--- config.mk ---
export PLATFORM = sky130hd
export DESIGN_NAME = interrupt_enable_bank
export DESIGN_NICKNAME = d
export VERILOG_FILES = /design/src/design/irq_bank_pkg.sv /design/src/design/irq_enable_word.sv /design/src/design/irq_flag_word.sv /design/src/design/interrupt_enable_bank.sv
export VERILOG_INCLUDE_DIRS = /design/src /design/src/design
export SDC_FILE = /design/constraint.sdc
export NUM_CORES = 1
export LEC_CHECK = 0
export ABC_CLOCK_PERIOD_IN_PS = 8350
export BUFFER_PORTS_ARGS = -buffer_cell sky130_fd_sc_hd__buf_2
export CORE_MARGIN = 1
export CORE_UTILIZATION = 55
export DETAILED_ROUTE_END_ITERATION = 6
export PLACE_DENSITY = 0.88
export REMOVE_ABC_BUFFERS = 1
export SYNTH_ARGS = -nofsm -noshare
export SYNTH_HDL_FRONTEND = slang
export SYNTH_SLANG_ARGS = --single-unit
--- constraint.sdc ---
create_clock -name CLK_I -period 8.35 [get_ports CLK_I]
set_input_delay 1.2525 -clock CLK_I [delete_from_list [all_inputs] [get_ports CLK_I]]
set_output_delay 1.2525 -clock CLK_I [all_outputs]
set_load 0.005 [all_outputs]
--- src/design/irq_bank_defines.svh ---
/*
 * Register offsets, field positions, masks and reset values of the
 * interrupt enable bank.
 * Assumes it is included by its bare name before any use.
 */
`ifndef IRQ_BANK_DEFINES_SVH
`define IRQ_BANK_DEFINES_SVH

// Address groups, taken from byte address bits 7:4.
`define GRP_ENABLE      4'h0
`define GRP_STATUS      4'h1
`define GRP_CLEAR       4'h2
`define GRP_MISC        4'h3

// Word slots inside the miscellaneous group, byte address bits 3:2.
`define MISC_PRIO_SEL   2'h0
`define MISC_PRIO_DATA  2'h1
`define MISC_ARB        2'h2

// Implemented bits of each enable word; all other bits read as zero.
`define MASK_WORD_ONE   16'h000b
`define MASK_WORD_TWO   16'hdfff
`define MASK_WORD_THREE 16'h21ff
`define MASK_WORD_FOUR  16'h00f6

// Reset values.
`define ENABLE_RESET    16'h0000
`define FLAG_RESET      16'h0000
`define PRIO_RESET      3'h4
`define PRIO_OFF        3'h0

// Field positions in the arbitration readback word.
`define ARB_VALID_BIT   9
`define ARB_LEVEL_LSB   6

`endif

--- src/design/irq_bank_pkg.sv ---
/*
 * Types shared by the interrupt enable bank modules.
 * Assumes nothing of its surroundings.
 */
package irq_bank_pkg;

  // One sixteen bit register word.
  typedef logic [15:0] word_t;

  // One three bit priority field.
  typedef logic [2:0] prio_t;

  // Bus handshake states, Gray coded along idle to acknowledge.
  typedef enum logic [1:0] {
    ST_IDLE = 2'b00,
    ST_ACK  = 2'b01
  } bus_state_t;

endpackage : irq_bank_pkg

--- src/design/irq_enable_word.sv ---
/*
 * One software enable word with a fixed mask of implemented bits.
 * Assumes a synchronous write strobe with byte enables from the bus slave.
 */
`timescale 1ns/1ns
`default_nettype none
`include "irq_bank_defines.svh"

module irq_enable_word #(
  parameter irq_bank_pkg::word_t MASK = 16'h0000  // Implemented bits.
) (
  input  wire  logic                clk_i,        // System clock.
  input  wire  logic                rst_n_i,      // Synchronised reset.
  input  wire  logic                wr_en_i,      // Write strobe.
  input  wire  logic [1:0]          be_i,         // Byte enables.
  input  wire  irq_bank_pkg::word_t wdata_i,      // Write data.
  output var   irq_bank_pkg::word_t q_o           // Stored enables.
);
  import irq_bank_pkg::*;

  word_t q_r;    // Stored enable bits.
  word_t q_nxt;  // Next value.
  word_t lane;   // Byte lanes that the write touches.

  // Merge written lanes, keeping unimplemented bits at zero.
  always_comb begin
    lane  = {{8{be_i[1]}}, {8{be_i[0]}}};
    q_nxt = q_r;
    if (wr_en_i) begin
      q_nxt = ((q_r & ~lane) | (wdata_i & lane)) & MASK;
    end
  end

  // Register the enables; power-on clears them all.
  always_ff @(posedge clk_i or negedge rst_n_i) begin
    if (!rst_n_i) begin
      q_r <= `ENABLE_RESET;
    end else begin
      q_r <= q_nxt;
    end
  end

  assign q_o = q_r;

  property p_unimpl_zero;
    @(posedge clk_i) disable iff (!rst_n_i) wr_en_i |=> (q_r & ~MASK) == 16'h0000;
  endproperty
  a_unimpl_zero : assert property (p_unimpl_zero)
    else $error("Unimplemented enable bit became set.");

  property p_write_kept;
    @(posedge clk_i) disable iff (!rst_n_i)
      (wr_en_i && be_i == 2'b11) |=> (q_r == ($past(wdata_i) & MASK))
        ##1 (q_r == ($past(wdata_i, 2) & MASK));
  endproperty
  a_write_kept : assert property (p_write_kept)
    else $error("Enable word does not hold the written value.");

  property p_reset_clear;
    @(posedge clk_i) $rose(rst_n_i) |-> q_r == 16'h0000;
  endproperty
  a_reset_clear : assert property (p_reset_clear)
    else $error("Enable word not cleared by reset.");

endmodule : irq_enable_word
`default_nettype wire

--- src/design/irq_flag_word.sv ---
/*
 * One word of sticky interrupt status flags.
 * Assumes request pulses from peripherals and clear pulses from the bus slave.
 */
`timescale 1ns/1ns
`default_nettype none
`include "irq_bank_defines.svh"

module irq_flag_word #(
  parameter irq_bank_pkg::word_t MASK = 16'h0000  // Implemented bits.
) (
  input  wire  logic                clk_i,    // System clock.
  input  wire  logic                rst_n_i,  // Synchronised reset.
  input  wire  irq_bank_pkg::word_t set_i,    // Request pulses.
  input  wire  irq_bank_pkg::word_t clr_i,    // Software clear bits.
  output var   irq_bank_pkg::word_t flag_o    // Sticky flags.
);
  import irq_bank_pkg::*;

  word_t flag_r;    // Sticky flags.
  word_t flag_nxt;  // Next value.

  // A request in the same cycle as a clear keeps the flag set.
  always_comb begin
    flag_nxt = ((flag_r & ~clr_i) | set_i) & MASK;
  end

  // Register the flags.
  always_ff @(posedge clk_i or negedge rst_n_i) begin
    if (!rst_n_i) begin
      flag_r <= `FLAG_RESET;
    end else begin
      flag_r <= flag_nxt;
    end
  end

  assign flag_o = flag_r;

  property p_set_wins;
    @(posedge clk_i) disable iff (!rst_n_i)
      (set_i & MASK) != 16'h0000 |=> (flag_r & $past(set_i & MASK)) == $past(set_i & MASK);
  endproperty
  a_set_wins : assert property (p_set_wins)
    else $error("Request lost instead of setting its flag.");

  property p_clear_only;
    @(posedge clk_i) disable iff (!rst_n_i)
      (clr_i & ~set_i & MASK) != 16'h0000 |=> (flag_r & $past(clr_i & ~set_i)) == 16'h0000;
  endproperty
  a_clear_only : assert property (p_clear_only)
    else $error("Flag survived a clear without a request.");

endmodule : irq_flag_word
`default_nettype wire

--- src/design/interrupt_enable_bank.sv ---
/*
 * Interrupt enable bank: four enable words, their sticky status flags,
 * per-source priorities and a highest-priority pending selector,
 * reached over an Avalon-MM slave with waitrequest.
 * Assumes one 20 MHz clock, peripherals pulsing SRC_REQ_I for one
 * cycle per event, and a master that holds its request until it sees
 * waitrequest low.
 */
// The register offsets and register access over Avalon-MM were decided locally.
`timescale 1ns/1ns
`default_nettype none
`include "irq_bank_defines.svh"

module interrupt_enable_bank (
  input  wire  logic                 CLK_I,              // System clock.
  input  wire  logic                 RESETN_I,           // Power-on reset.
  input  wire  logic [7:0]           AVS_ADDRESS_I,      // Byte address.
  input  wire  logic                 AVS_READ_I,         // Read request.
  input  wire  logic                 AVS_WRITE_I,        // Write request.
  input  wire  logic [3:0]           AVS_BYTEENABLE_I,   // Byte enables.
  input  wire  logic [31:0]          AVS_WRITEDATA_I,    // Write data.
  output var   logic [31:0]          AVS_READDATA_O,     // Read data.
  output var   logic                 AVS_WAITREQUEST_O,  // Bus stall.
  input  wire  logic [63:0]          SRC_REQ_I,          // Source pulses.
  output var   logic                 IRQ_O,              // Level interrupt.
  output var   logic                 ARB_VALID_O,        // Winner valid.
  output var   logic [5:0]           ARB_SOURCE_O,       // Winner index.
  output var   irq_bank_pkg::prio_t  ARB_LEVEL_O         // Winner level.
);
  import irq_bank_pkg::*;

  // ****************************************************************
  // Reset release
  // ****************************************************************

  logic rst_meta_r;  // First stage of the reset release.
  logic rst_n;       // Released reset used by the whole block.

  // Assert at once, release after two clock edges.
  always_ff @(posedge CLK_I or negedge RESETN_I) begin
    if (!RESETN_I) begin
      rst_meta_r <= 1'b0;
      rst_n      <= 1'b0;
    end else begin
      rst_meta_r <= 1'b1;
      rst_n      <= rst_meta_r;
    end
  end

  // ****************************************************************
  // Implemented bit masks and source layout
  // ****************************************************************

  // Bit 3 change notice, bit 2 empty, bits 1 and 0 i2c one.
  localparam word_t MASK_ONE   = `MASK_WORD_ONE;
  // Timer six, dma four, compare eight to five, capture six to three,
  // dma three, can one, spi two; bit 13 empty.
  localparam word_t MASK_TWO   = `MASK_WORD_TWO;
  // Dma five, can two, pins four and three, timers nine to seven, i2c two.
  localparam word_t MASK_THREE = `MASK_WORD_THREE;
  // Can transmit, dma seven and six, uart errors; upper byte empty.
  localparam word_t MASK_FOUR  = `MASK_WORD_FOUR;
  localparam word_t MASKS [4]  = '{MASK_ONE, MASK_TWO, MASK_THREE, MASK_FOUR};

  logic [63:0] impl_mask;  // Implemented positions, word one lowest.
  assign impl_mask = {MASK_FOUR, MASK_THREE, MASK_TWO, MASK_ONE};

  // ****************************************************************
  // Bus decode
  // ****************************************************************

  bus_state_t state_r;    // Handshake state.
  bus_state_t state_nxt;  // Next handshake state.
  logic       req;        // A read or write is pending.
  logic       commit;     // A write takes effect this edge.
  logic [3:0] grp;        // Address group.
  logic [1:0] slot;       // Word slot inside the group.
  logic [1:0] be;         // Byte enables of the sixteen bit lanes.
  word_t      wdata;      // Low half of the write data.

  assign req    = AVS_READ_I | AVS_WRITE_I;
  assign grp    = AVS_ADDRESS_I[7:4];
  assign slot   = AVS_ADDRESS_I[3:2];
  assign be     = AVS_BYTEENABLE_I[1:0];
  assign wdata  = AVS_WRITEDATA_I[15:0];
  assign commit = (state_r == ST_ACK) && AVS_WRITE_I;

  // Every access stalls one cycle, then completes.
  assign AVS_WAITREQUEST_O = req && (state_r == ST_IDLE);

  // Step from idle to acknowledge on a request and straight back.
  always_comb begin
    case (state_r)
      ST_IDLE: begin
        state_nxt = req ? ST_ACK : ST_IDLE;
      end
      ST_ACK: begin
        state_nxt = ST_IDLE;
      end
      default: begin
        state_nxt = ST_IDLE;
      end
    endcase
  end

  // Register the handshake state.
  always_ff @(posedge CLK_I or negedge rst_n) begin
    if (!rst_n) begin
      state_r <= ST_IDLE;
    end else begin
      state_r <= state_nxt;
    end
  end

  // ****************************************************************
  // Enable words and status flags
  // ****************************************************************

  word_t en_q   [4];  // Enable words one to four.
  word_t flag_q [4];  // Status flag words one to four.
  word_t clr_w  [4];  // Clear bits for each flag word.
  logic [63:0] en_all;    // Flattened enables.
  logic [63:0] flag_all;  // Flattened flags.

  for (genvar g = 0; g < 4; g++) begin : g_word
    logic wr_en;  // Write strobe of this enable word.

    // Enable word writes, read back and masking.
    assign wr_en = commit && grp == `GRP_ENABLE && slot == 2'(g);

    // Clear bits come from a write to the matching clear word.
    assign clr_w[g] = (commit && grp == `GRP_CLEAR && slot == 2'(g))
                      ? (wdata & {{8{be[1]}}, {8{be[0]}}}) : 16'h0000;

    irq_enable_word #(.MASK(MASKS[g])) u_enable (
      .clk_i   (CLK_I),
      .rst_n_i (rst_n),
      .wr_en_i (wr_en),
      .be_i    (be),
      .wdata_i (wdata),
      .q_o     (en_q[g])
    );

    // Flags are set whatever the enable holds.
    irq_flag_word #(.MASK(MASKS[g])) u_flag (
      .clk_i   (CLK_I),
      .rst_n_i (rst_n),
      .set_i   (SRC_REQ_I[16*g +: 16]),
      .clr_i   (clr_w[g]),
      .flag_o  (flag_q[g])
    );

    assign en_all[16*g +: 16]   = en_q[g];
    assign flag_all[16*g +: 16] = flag_q[g];
  end

  // ****************************************************************
  // Priority storage
  // ****************************************************************

  prio_t       prio_r   [64];  // Priority of each source position.
  prio_t       prio_nxt [64];  // Next priorities.
  logic [5:0]  sel_r;          // Source chosen for priority access.
  logic [5:0]  sel_nxt;        // Next selection.

  // Select register and indexed priority write.
  always_comb begin
    sel_nxt = sel_r;
    for (int i = 0; i < 64; i++) begin
      prio_nxt[i] = prio_r[i];
    end
    if (commit && grp == `GRP_MISC && be[0]) begin
      if (slot == `MISC_PRIO_SEL) begin
        sel_nxt = wdata[5:0];
      end else if (slot == `MISC_PRIO_DATA && impl_mask[sel_r]) begin
        prio_nxt[sel_r] = wdata[2:0];
      end
    end
  end

  // Register selection and priorities.
  always_ff @(posedge CLK_I or negedge rst_n) begin
    if (!rst_n) begin
      sel_r <= 6'h00;
      for (int i = 0; i < 64; i++) begin
        prio_r[i] <= `PRIO_RESET;
      end
    end else begin
      sel_r  <= sel_nxt;
      prio_r <= prio_nxt;
    end
  end

  // ****************************************************************
  // Arbitration and interrupt output
  // ****************************************************************

  logic        arb_valid_nxt;  // Some source may be presented.
  logic [5:0]  arb_src_nxt;    // Index of the winner.
  prio_t       arb_lvl_nxt;    // Level of the winner.
  logic        irq_nxt;        // Any enabled flag set.
  logic [63:0] pend;           // Flag and enable both set.

  assign pend = flag_all & en_all;

  // Highest level wins, lowest index breaks a tie; level zero never wins.
  always_comb begin
    arb_valid_nxt = 1'b0;
    arb_src_nxt   = 6'h00;
    arb_lvl_nxt   = `PRIO_OFF;
    for (int i = 0; i < 64; i++) begin
      if (pend[i] && prio_r[i] > arb_lvl_nxt) begin
        arb_valid_nxt = 1'b1;
        arb_src_nxt   = 6'(i);
        arb_lvl_nxt   = prio_r[i];
      end
    end
    irq_nxt = |pend;
  end

  // Register the arbitration result and the interrupt level.
  always_ff @(posedge CLK_I or negedge rst_n) begin
    if (!rst_n) begin
      ARB_VALID_O  <= 1'b0;
      ARB_SOURCE_O <= 6'h00;
      ARB_LEVEL_O  <= `PRIO_OFF;
      IRQ_O        <= 1'b0;
    end else begin
      ARB_VALID_O  <= arb_valid_nxt;
      ARB_SOURCE_O <= arb_src_nxt;
      ARB_LEVEL_O  <= arb_lvl_nxt;
      IRQ_O        <= irq_nxt;
    end
  end

  // ****************************************************************
  // Read data
  // ****************************************************************

  logic [31:0] rdata_nxt;  // Value chosen for the pending read.

  // Capture read data in the stall cycle so it stands at the answer.
  always_comb begin
    rdata_nxt = AVS_READDATA_O;
    if (state_r == ST_IDLE && AVS_READ_I) begin
      rdata_nxt = 32'h0000_0000;
      case (grp)
        `GRP_ENABLE: begin
          rdata_nxt = {16'h0000, en_q[slot]};
        end
        `GRP_STATUS: begin
          rdata_nxt = {16'h0000, flag_q[slot]};
        end
        `GRP_MISC: begin
          if (slot == `MISC_PRIO_SEL) begin
            rdata_nxt = {26'h0, sel_r};
          end else if (slot == `MISC_PRIO_DATA) begin
            rdata_nxt = impl_mask[sel_r] ? {29'h0, prio_r[sel_r]} : 32'h0;
          end else if (slot == `MISC_ARB) begin
            rdata_nxt[`ARB_VALID_BIT]                      = ARB_VALID_O;
            rdata_nxt[`ARB_LEVEL_LSB +: 3]                 = ARB_LEVEL_O;
            rdata_nxt[5:0]                                 = ARB_SOURCE_O;
          end
        end
        default: begin
          rdata_nxt = 32'h0000_0000;
        end
      endcase
    end
  end

  // Register read data.
  always_ff @(posedge CLK_I or negedge rst_n) begin
    if (!rst_n) begin
      AVS_READDATA_O <= 32'h0000_0000;
    end else begin
      AVS_READDATA_O <= rdata_nxt;
    end
  end

  // ****************************************************************
  // Checks
  // ****************************************************************

  logic [63:0] pend_d_r;  // Pending set one cycle back, for checks only.

  always_ff @(posedge CLK_I or negedge rst_n) begin
    if (!rst_n) begin
      pend_d_r <= 64'h0;
    end else begin
      pend_d_r <= pend;
    end
  end

  property p_arb_cause;
    @(posedge CLK_I) disable iff (!rst_n)
      ARB_VALID_O |-> pend_d_r[ARB_SOURCE_O] && ARB_LEVEL_O != `PRIO_OFF;
  endproperty
  a_arb_cause : assert property (p_arb_cause)
    else $error("Winner lacks flag, enable or level.");

  property p_irq_quiet;
    @(posedge CLK_I) disable iff (!rst_n)
      (pend == 64'h0) [*2] |-> !IRQ_O;
  endproperty
  a_irq_quiet : assert property (p_irq_quiet)
    else $error("Interrupt raised with nothing enabled pending.");

  property p_irq_rise;
    @(posedge CLK_I) disable iff (!rst_n)
      (pend != 64'h0) |=> IRQ_O;
  endproperty
  a_irq_rise : assert property (p_irq_rise)
    else $error("Enabled pending flag did not raise the interrupt.");

  property p_unmapped_zero;
    @(posedge CLK_I) disable iff (!rst_n)
      (state_r == ST_IDLE && AVS_READ_I && grp > `GRP_MISC) |=> AVS_READDATA_O == 32'h0;
  endproperty
  a_unmapped_zero : assert property (p_unmapped_zero)
    else $error("Unmapped read returned nonzero data.");

endmodule : interrupt_enable_bank
`default_nettype wire

======== After elaboration in Yosys (flattened, before gate mapping) ========
Memory sizes are Yosys's and may differ from the RTL's.
Cells that the tools add are included.
word-level totals
  bits of input ports ..................... 112
  memories ................................ 1
  output and inout bits ................... 44
  memory bits (read-only) ................. 64
  flip-flop bits (word level) ............. 313
operators by class
  equality and inequality tests ........... 7
  reductions and logical operators ........ 87
  multiplexer cells ....................... 215
  bitwise operators ....................... 27
  magnitude comparators ................... 68
memories
  name             depth  bits a word  rd ports  clocked after memory_dff  write ports  RTL line                      text
  (no name shown)  64     1            1         0                         0            interrupt_enable_bank.sv:258  rdata_nxt = impl_mask[sel_r] ? {29'h0, prio_r[sel_r]} : 32'h0;
operator list
  operator           count
  $mux 6             62
  $mux 3             68
  $bwmux 192         1
  $gt 3x3->1         63
  $pmux 32 s3        1
  $mux 16            5
  $logic_and 1x1->1  73
  $mux 1             68
  $bmux 16 s2        2
  $reduce_or 64->1   1
  $and 56x56->56     1
  $and 16x16->16     3
  $not 16->16        2
  $or 16x16->16      2
  $mux 10            3
  $and 14x14->14     2
  $or 14x14->14      2
  $bmux 3 s6         1
  $demux 3 s6        1
  $and 8x8->8        2
  $or 8x8->8         2
  $mux 14            1
  $not 14->14        1
  $and 4x4->4        2
  other kinds (23)   35

======== Logic depth before layout (Yosys ltp) ========
  depth after elaboration ................. 192
  mapped depth ............................ 252

======== Hierarchy ========
A second synthesis with hierarchy kept.
unflattened totals
  cell total of the unflattened synthesis .. 2837
  area, all modules ....................... 23777.8 um^2
modules (own cells, without submodules)
  module                                 instances  cells an instance  area each (um^2)  seq. area each (um^2)
  interrupt_enable_bank                  1          2593               20756.2           5785.5
  irq_enable_word at g_word[1].u_enable  1          34                 568.0             375.4
  irq_flag_word at g_word[1].u_flag      1          47                 555.5             375.4
  irq_enable_word at g_word[2].u_enable  1          29                 421.7             250.2
  irq_flag_word at g_word[2].u_flag      1          37                 411.6             250.2
  irq_enable_word at g_word[3].u_enable  1          24                 330.3             150.1
  irq_flag_word at g_word[3].u_flag      1          29                 296.5             150.1
  irq_enable_word at g_word[0].u_enable  1          21                 227.7             75.1
  irq_flag_word at g_word[0].u_flag      1          23                 210.2             75.1

======== Worst setup path after synthesis ========
No wires, ideal clock.
  path kind ............................... flip-flop to flip-flop
  start ................................... register prio_r[191] in the netlist's numbering
  end ..................................... register ARB_SOURCE_O[2]
  clock period less this slack ............ 43645 ps
  data arrival time ....................... 43506 ps
  library setup time ...................... 139 ps
  slack ................................... -35295 ps
  data required time ...................... 8211 ps
  stages on the path, launching flop included .. 246
  cells stage by stage .................... dfstp_2 -> nand3_1 -> ha_1 -> nor2_1 -> a31o_1 -> nor2_1 -> mux2_2 -> ha_1 -> nand2_1 -> nor2_1 -> a211o_2 -> nor2_4 -> a21oi_1 -> ha_1 -> nor2_1 -> o221ai_1 -> o211ai_1 -> maj3_1 -> (+210 left out) -> a311o_4 -> a311o_1 -> nand2_1 -> ha_1 -> inv_1 -> a21oi_1 -> a21oi_1 -> maj3_1 -> and3_1 -> and2_1 -> a21oi_1 -> ha_1 -> inv_1 -> a21o_1 -> a21oi_1 -> a311oi_1 -> or2_2 -> or4b_1
on the way
  longest elaborated chain between the ends .. 192
  elaborated cells on any way between the ends .. 252
  those cells by class .................... order compare: 64; mux: 124; reduce/logical: 64
ends and longest elaborated chain
  element                            RTL line                      text
  from (decl)                        interrupt_enable_bank.sv:161  prio_t prio_r [64];
  from (signal, indexed assignment)  interrupt_enable_bank.sv:186  prio_r[i] <= `PRIO_RESET;
  from (signal assigned)             interrupt_enable_bank.sv:190  prio_r <= prio_nxt;
  $gt 3x1->1                         interrupt_enable_bank.sv:212  if (pend[i] && prio_r[i] > arb_lvl_nxt) begin
  $logic_and 1x1->1                  interrupt_enable_bank.sv:212
  $mux 3 (*)                         interrupt_enable_bank.sv:212
  $gt 3x3->1                         interrupt_enable_bank.sv:212
  $logic_and 1x1->1                  interrupt_enable_bank.sv:212
  $mux 3 (*)                         interrupt_enable_bank.sv:212
  $gt 3x3->1                         interrupt_enable_bank.sv:212
  $logic_and 1x1->1                  interrupt_enable_bank.sv:212
  (+177 left out)                    --
  $mux 3                             interrupt_enable_bank.sv:212
  $gt 3x3->1                         interrupt_enable_bank.sv:212
  $logic_and 1x1->1                  interrupt_enable_bank.sv:212
  $mux 3                             interrupt_enable_bank.sv:212
  $gt 3x3->1                         interrupt_enable_bank.sv:212
  $logic_and 1x1->1                  interrupt_enable_bank.sv:212
  $mux 6 (*)                         interrupt_enable_bank.sv:212
  net arb_src_nxt[2]                 interrupt_enable_bank.sv:199  logic [5:0] arb_src_nxt;
  to (signal assigned)               interrupt_enable_bank.sv:230  ARB_SOURCE_O <= arb_src_nxt;
  to (decl)                          interrupt_enable_bank.sv:27   output var logic [5:0] ARB_SOURCE_O,
Mark *: on every way through the listed nets, which the timed path passes. The rest lies on a longest branch.
A chain may end at the register's enable or synchronous reset.

======== Worst setup path after layout ========
  start ................................... register g_word[0].u_flag.flag_r[0]
  end ..................................... register ARB_VALID_O
on the way
  longest elaborated chain between the ends .. 192
  elaborated cells on any way between the ends .. 255
  those cells by class .................... order compare: 63; mux: 127; bitwise: 1; reduce/logical: 64
ends and longest elaborated chain
  element                 RTL line                      text
  from (decl)             irq_flag_word.sv:20           word_t flag_r;
  from (signal assigned)  irq_flag_word.sv:31           flag_r <= `FLAG_RESET;
  from (signal assigned)  irq_flag_word.sv:33           flag_r <= flag_nxt;
  $and 56x56->56 (*)      interrupt_enable_bank.sv:204  assign pend = flag_all & en_all;
  $logic_and 1x1->1 (*)   interrupt_enable_bank.sv:212
  $mux 3                  interrupt_enable_bank.sv:212
  $gt 3x3->1              interrupt_enable_bank.sv:212
  $logic_and 1x1->1       interrupt_enable_bank.sv:212
  $mux 3                  interrupt_enable_bank.sv:212
  $gt 3x3->1              interrupt_enable_bank.sv:212
  $logic_and 1x1->1       interrupt_enable_bank.sv:212
  (+177 left out)         --
  $mux 3                  interrupt_enable_bank.sv:212
  $gt 3x3->1              interrupt_enable_bank.sv:212
  $logic_and 1x1->1       interrupt_enable_bank.sv:212
  $mux 3                  interrupt_enable_bank.sv:212
  $gt 3x3->1              interrupt_enable_bank.sv:212
  $logic_and 1x1->1       interrupt_enable_bank.sv:212
  $mux 1 (*)              interrupt_enable_bank.sv:212
  net arb_valid_nxt       interrupt_enable_bank.sv:198  logic arb_valid_nxt;
  to (signal assigned)    interrupt_enable_bank.sv:229  ARB_VALID_O <= arb_valid_nxt;
  to (decl)               interrupt_enable_bank.sv:26   output var logic ARB_VALID_O,
Marked as above.

==> summary.md <==
| Metric | Value |
|---|---|
| DP Area | 0.0227 mm² |
| GR Util All Layers | 44.4% |
| Clock sinks | 296 |
| Worst R2R Path Depth | 258 |
| Post-synthesis mux area share | 8.65% |
| Number of flops mapped to enable cells by yosys | 0 |
| Final-report hold violation count | 0 |
| Final WL | 81400 µm |
| Crit-path max FO | 5 |
| Die Wd | 185 µm |
| Max VDD drop | 181 µV |
| Total Neg Setup Slack | -351.71 ns |
| Post-synth top area cell | dfrtp_1 |
| Cells after synthesis | 2014 |
| Metal1 wirelength | 28300 µm |
| Drc violations | 1 |
| FF-to-FF End | ARB_VALID_O |
| First-pass GRT wire length | 113000 µm |
| Max layer used | met5 |
| Final period utilization | 523% |
| IO Port Bufs | 89 |
| Crit. End Element | register |
| Clock buffer depth | 3 |
| Compound-Gate Fraction of Synth Area | 23.0% |
| Rows | 66 |
| H-tree depth | 1 |
| Share of layout cells above drive strength 1 | 45.9% |
| Worst r2r src | g_word[0].u_flag.flag_o[0] |
| Status | finished with violations |
| XOR/XNOR share of the synthesized area | 0.0956% |
| DRT iter0 DRCs | 2443 |
| Adder and majority cell fraction of the synthesized area | 4.08% |
| Via density | 6.61 |
| Dpl hpwl | 54600 µm |
| Largest net degree at the start of global routing | 84 |
| Async SR Flop Fraction | 100% |
| Fin crit period | 43.67 ns |
| Yosys top cell area share | 31.7% |
| Yosys Warn Count | 0 |
| Area delta synth->final | 40.2% |
| Final ANT Viol Nets | 0 |
| Seq cells post-synth | 296 |
| Insertion delay to the later sink of the worst-skew pair | 0.62 ns |
| Data arrival, critical path | 44.12 ns |
| Relative slew slack | -0.152% |
| Fillers | 2047 |
| Post-route cell area | 0.0257 mm² |
| CTS hold repair buffers | 0 |
| Least-Margin Pin Slew | 1.49 ns |
| CP dominant cell by count | buf_4 |
| Final setup skew | 0.0357 ns |
| CTS tree | yes |
| Nets | 2779 |
| Area of the mapped netlist | 0.0183 mm² |
| Detailed-route via count | 20400 |
| R2r setup slk | -35.32 ns |
| Critical Path Start Type | register |
| Iteration count of the initial detailed-routing pass | 7 |
| DIE HEIGHT | 185 µm |
| Crit path kind | reg2reg |
| Initial antenna violation count | 4 |
| Max Cap Viol | 1 |
| Multi-input gate area | 0.0111 mm² |
| Power density cells | 187 mW/mm² |
| Total global routing overflow | 0 |
| Routed length on met3 | 8880 µm |
| Vias in the first global route | 19700 |
| Core footprint | 0.0326 mm² |
| Top cells by area, synth | dfrtp_1 32%, dfstp_2 9.2%, mux2_2 7.8% |
| RSZ-0062 raised after global routing | yes |
| Routed wl met2 | 37000 µm |
| Fin worst setup slack | -35.32 ns |
| Final setup fails | 10 |
| Wire per inst | 26.3 µm |
| CP required | 8.80 ns |
| Critical Path Slowest Stage Cell | a2111oi_4 |
| I/O pins | 156 |
| Full die area | 0.0340 mm² |
| FF+latch area | 0.00749 mm² |
| Mean Syn Cell Area | 9.10 µm² |
| Synth Area in Simple Gates | 18.4% |
| Seq/Total Area, Yosys | 40.9% |
| GP Congestion | 1.01 |
| Number of CTS-inserted buffers | 31 |
| Hold Path Class | reg2async |
| Max Freq | 0.0229 GHz |
| Worst stage delay on the critical path | 0.51 ns |
| Clk Tree Root Cell | clkbuf_16 |
| Lkg Pwr | 11.8 nW |
| Largest family of logic cells by synthesized area | compound AO/OA/AOI/OAI gates |
| Initial core utilization | 56.2% |
| Slew Limit Fails | 1 |
| Top_reg_cell synth | dfrtp_1 |
| Failing checks | design-rule violations, max-capacitance violations, max-slew violations, negative setup slack |
| Pwr Total | 4.81 mW |
| Cell variety after synth | 110 |
| Clock Pin Slew Worst Setup and Hold Paths | 0.07 ns |
## synthesized netlist by cell type, types with 8 or more instances
library cell  count
nor2b_1          13
nand2b_1         40
o221ai_1          9
buf_4            16
mux2i_1          11
nand2_1         239
ha_1             42
a211oi_1         11
mux2_2          127
dfstp_2          64
o21a_1           14
a221oi_1         12
o21ai_0         142
nor3_1           41
nor4_1            8
inv_1            66
o22ai_1          15
a21oi_1          60
or2_2            19
and3_1           29
maj3_1           20
o21bai_1         15
clkbuf_1        129
nand3_1          44
buf_1             8
a22oi_1         110
a41oi_1          10
a31oi_1          31
and2_1           34
nand4_1          28
o211ai_1         15
a22o_1           14
nor2_1          158
dfrtp_1         232
a21o_1           24
## kinds of logic after synthesis
group / Yosys count
AO/OA/AOI/OAI: 589
XOR/XNOR: 2
AND/OR/NAND/NOR: 698
multiplexers: 140
flip-flops: 296
adder cells (fa/ha/maj): 64
buffers and inverters: 223
other: 2
## power breakdown
part | internal [mW] | switching [mW] | leakage (nW) | total (mW)
sequential | 1.47 | 0.0396 | 3.49 | 1.51
clock | 0.853 | 0.677 | 0.525 | 1.53
combinational | 0.893 | 0.876 | 7.80 | 1.77
## metrics by stage
stage	setup WS, ns	std cells	util, %	hold slack, ns
2_1_floorplan	-35.20	1872	-	0.331
3_3_place_gp	-34.54	2923	69.5	0.131
3_5_place_dp	-36.40	2923	69.5	0.135
4_1_cts	-34.48	3053	75.6	0.139
5_1_grt	-36.81	3092	78.7	0.149
6_report	-35.32	3093	78.7	0.135
## placed cells by master, fill, tap and decap left out, types with 31 or more instances in the layout
cell type,count
a21oi_1,47
a22oi_1,108
buf_2,89
buf_4,627
clkbuf_16,31
dfrtp_1,231
dfstp_2,64
inv_1,58
mux2_2,121
nand2_1,226
nand2b_1,39
nand3_1,38
nor2_1,122
nor3_1,35
o21ai_0,126
## repair_timing
| action | 4_1_cts | 5_1_grt |
|---|---|---|
| pin swaps | 43 | 196 |
| buffers inserted | 72 | 46 |
| setup endpoints to repair | 10 | 10 |
| gates resized for setup | 83 | 164 |
## layer usage
metal	vias to the layer above	GRT usage, %
li1	8555	-
met1	9753	52.8
met2	1578	71.3
met3	545	9.96
met4	4	31.1
met5	-	0
## final cells by class
class                           count  share of cell area, %
Clock inverter                     26                   1.27
Sequential cell                   296                   29.2
Timing Repair Buffer              720                   20.3
Clock buffer                       32                   3.04
Antenna cell                        1                0.00974
Inverter                           66                  0.974
Multi-Input combinational cell   1510                   43.1
Tap cell                          442                   2.15
## worst max-delay path: cells and delay by family (launching register included)
family / cells / cell delay (ns)
compound gates: 82 / 14.36
fa+ha+maj: 40 / 11.21
simple gates: 87 / 10.56
buf+inv: 44 / 5.30
mux: 5 / 1.61
flops: 1 / 0.38
## worst max-delay path by stage
stage / from / to / slack, ns / cells after the start
2_1_floorplan: prio_r[191] / ARB_SOURCE_O[2] / -35.20 / 244
3_3_place_gp: prio_r[191] / ARB_SOURCE_O[2] / -34.54 / 244
3_5_place_dp: prio_r[191] / ARB_SOURCE_O[2] / -36.40 / 243
4_1_cts: prio_r[191] / ARB_SOURCE_O[2] / -34.48 / 249
5_1_grt: g_word[0].u_flag.flag_o[0] / ARB_VALID_O / -36.81 / 253
6_report: g_word[0].u_flag.flag_o[0] / ARB_VALID_O / -35.32 / 258
Note: power is estimated with default switching activity, not from simulation.
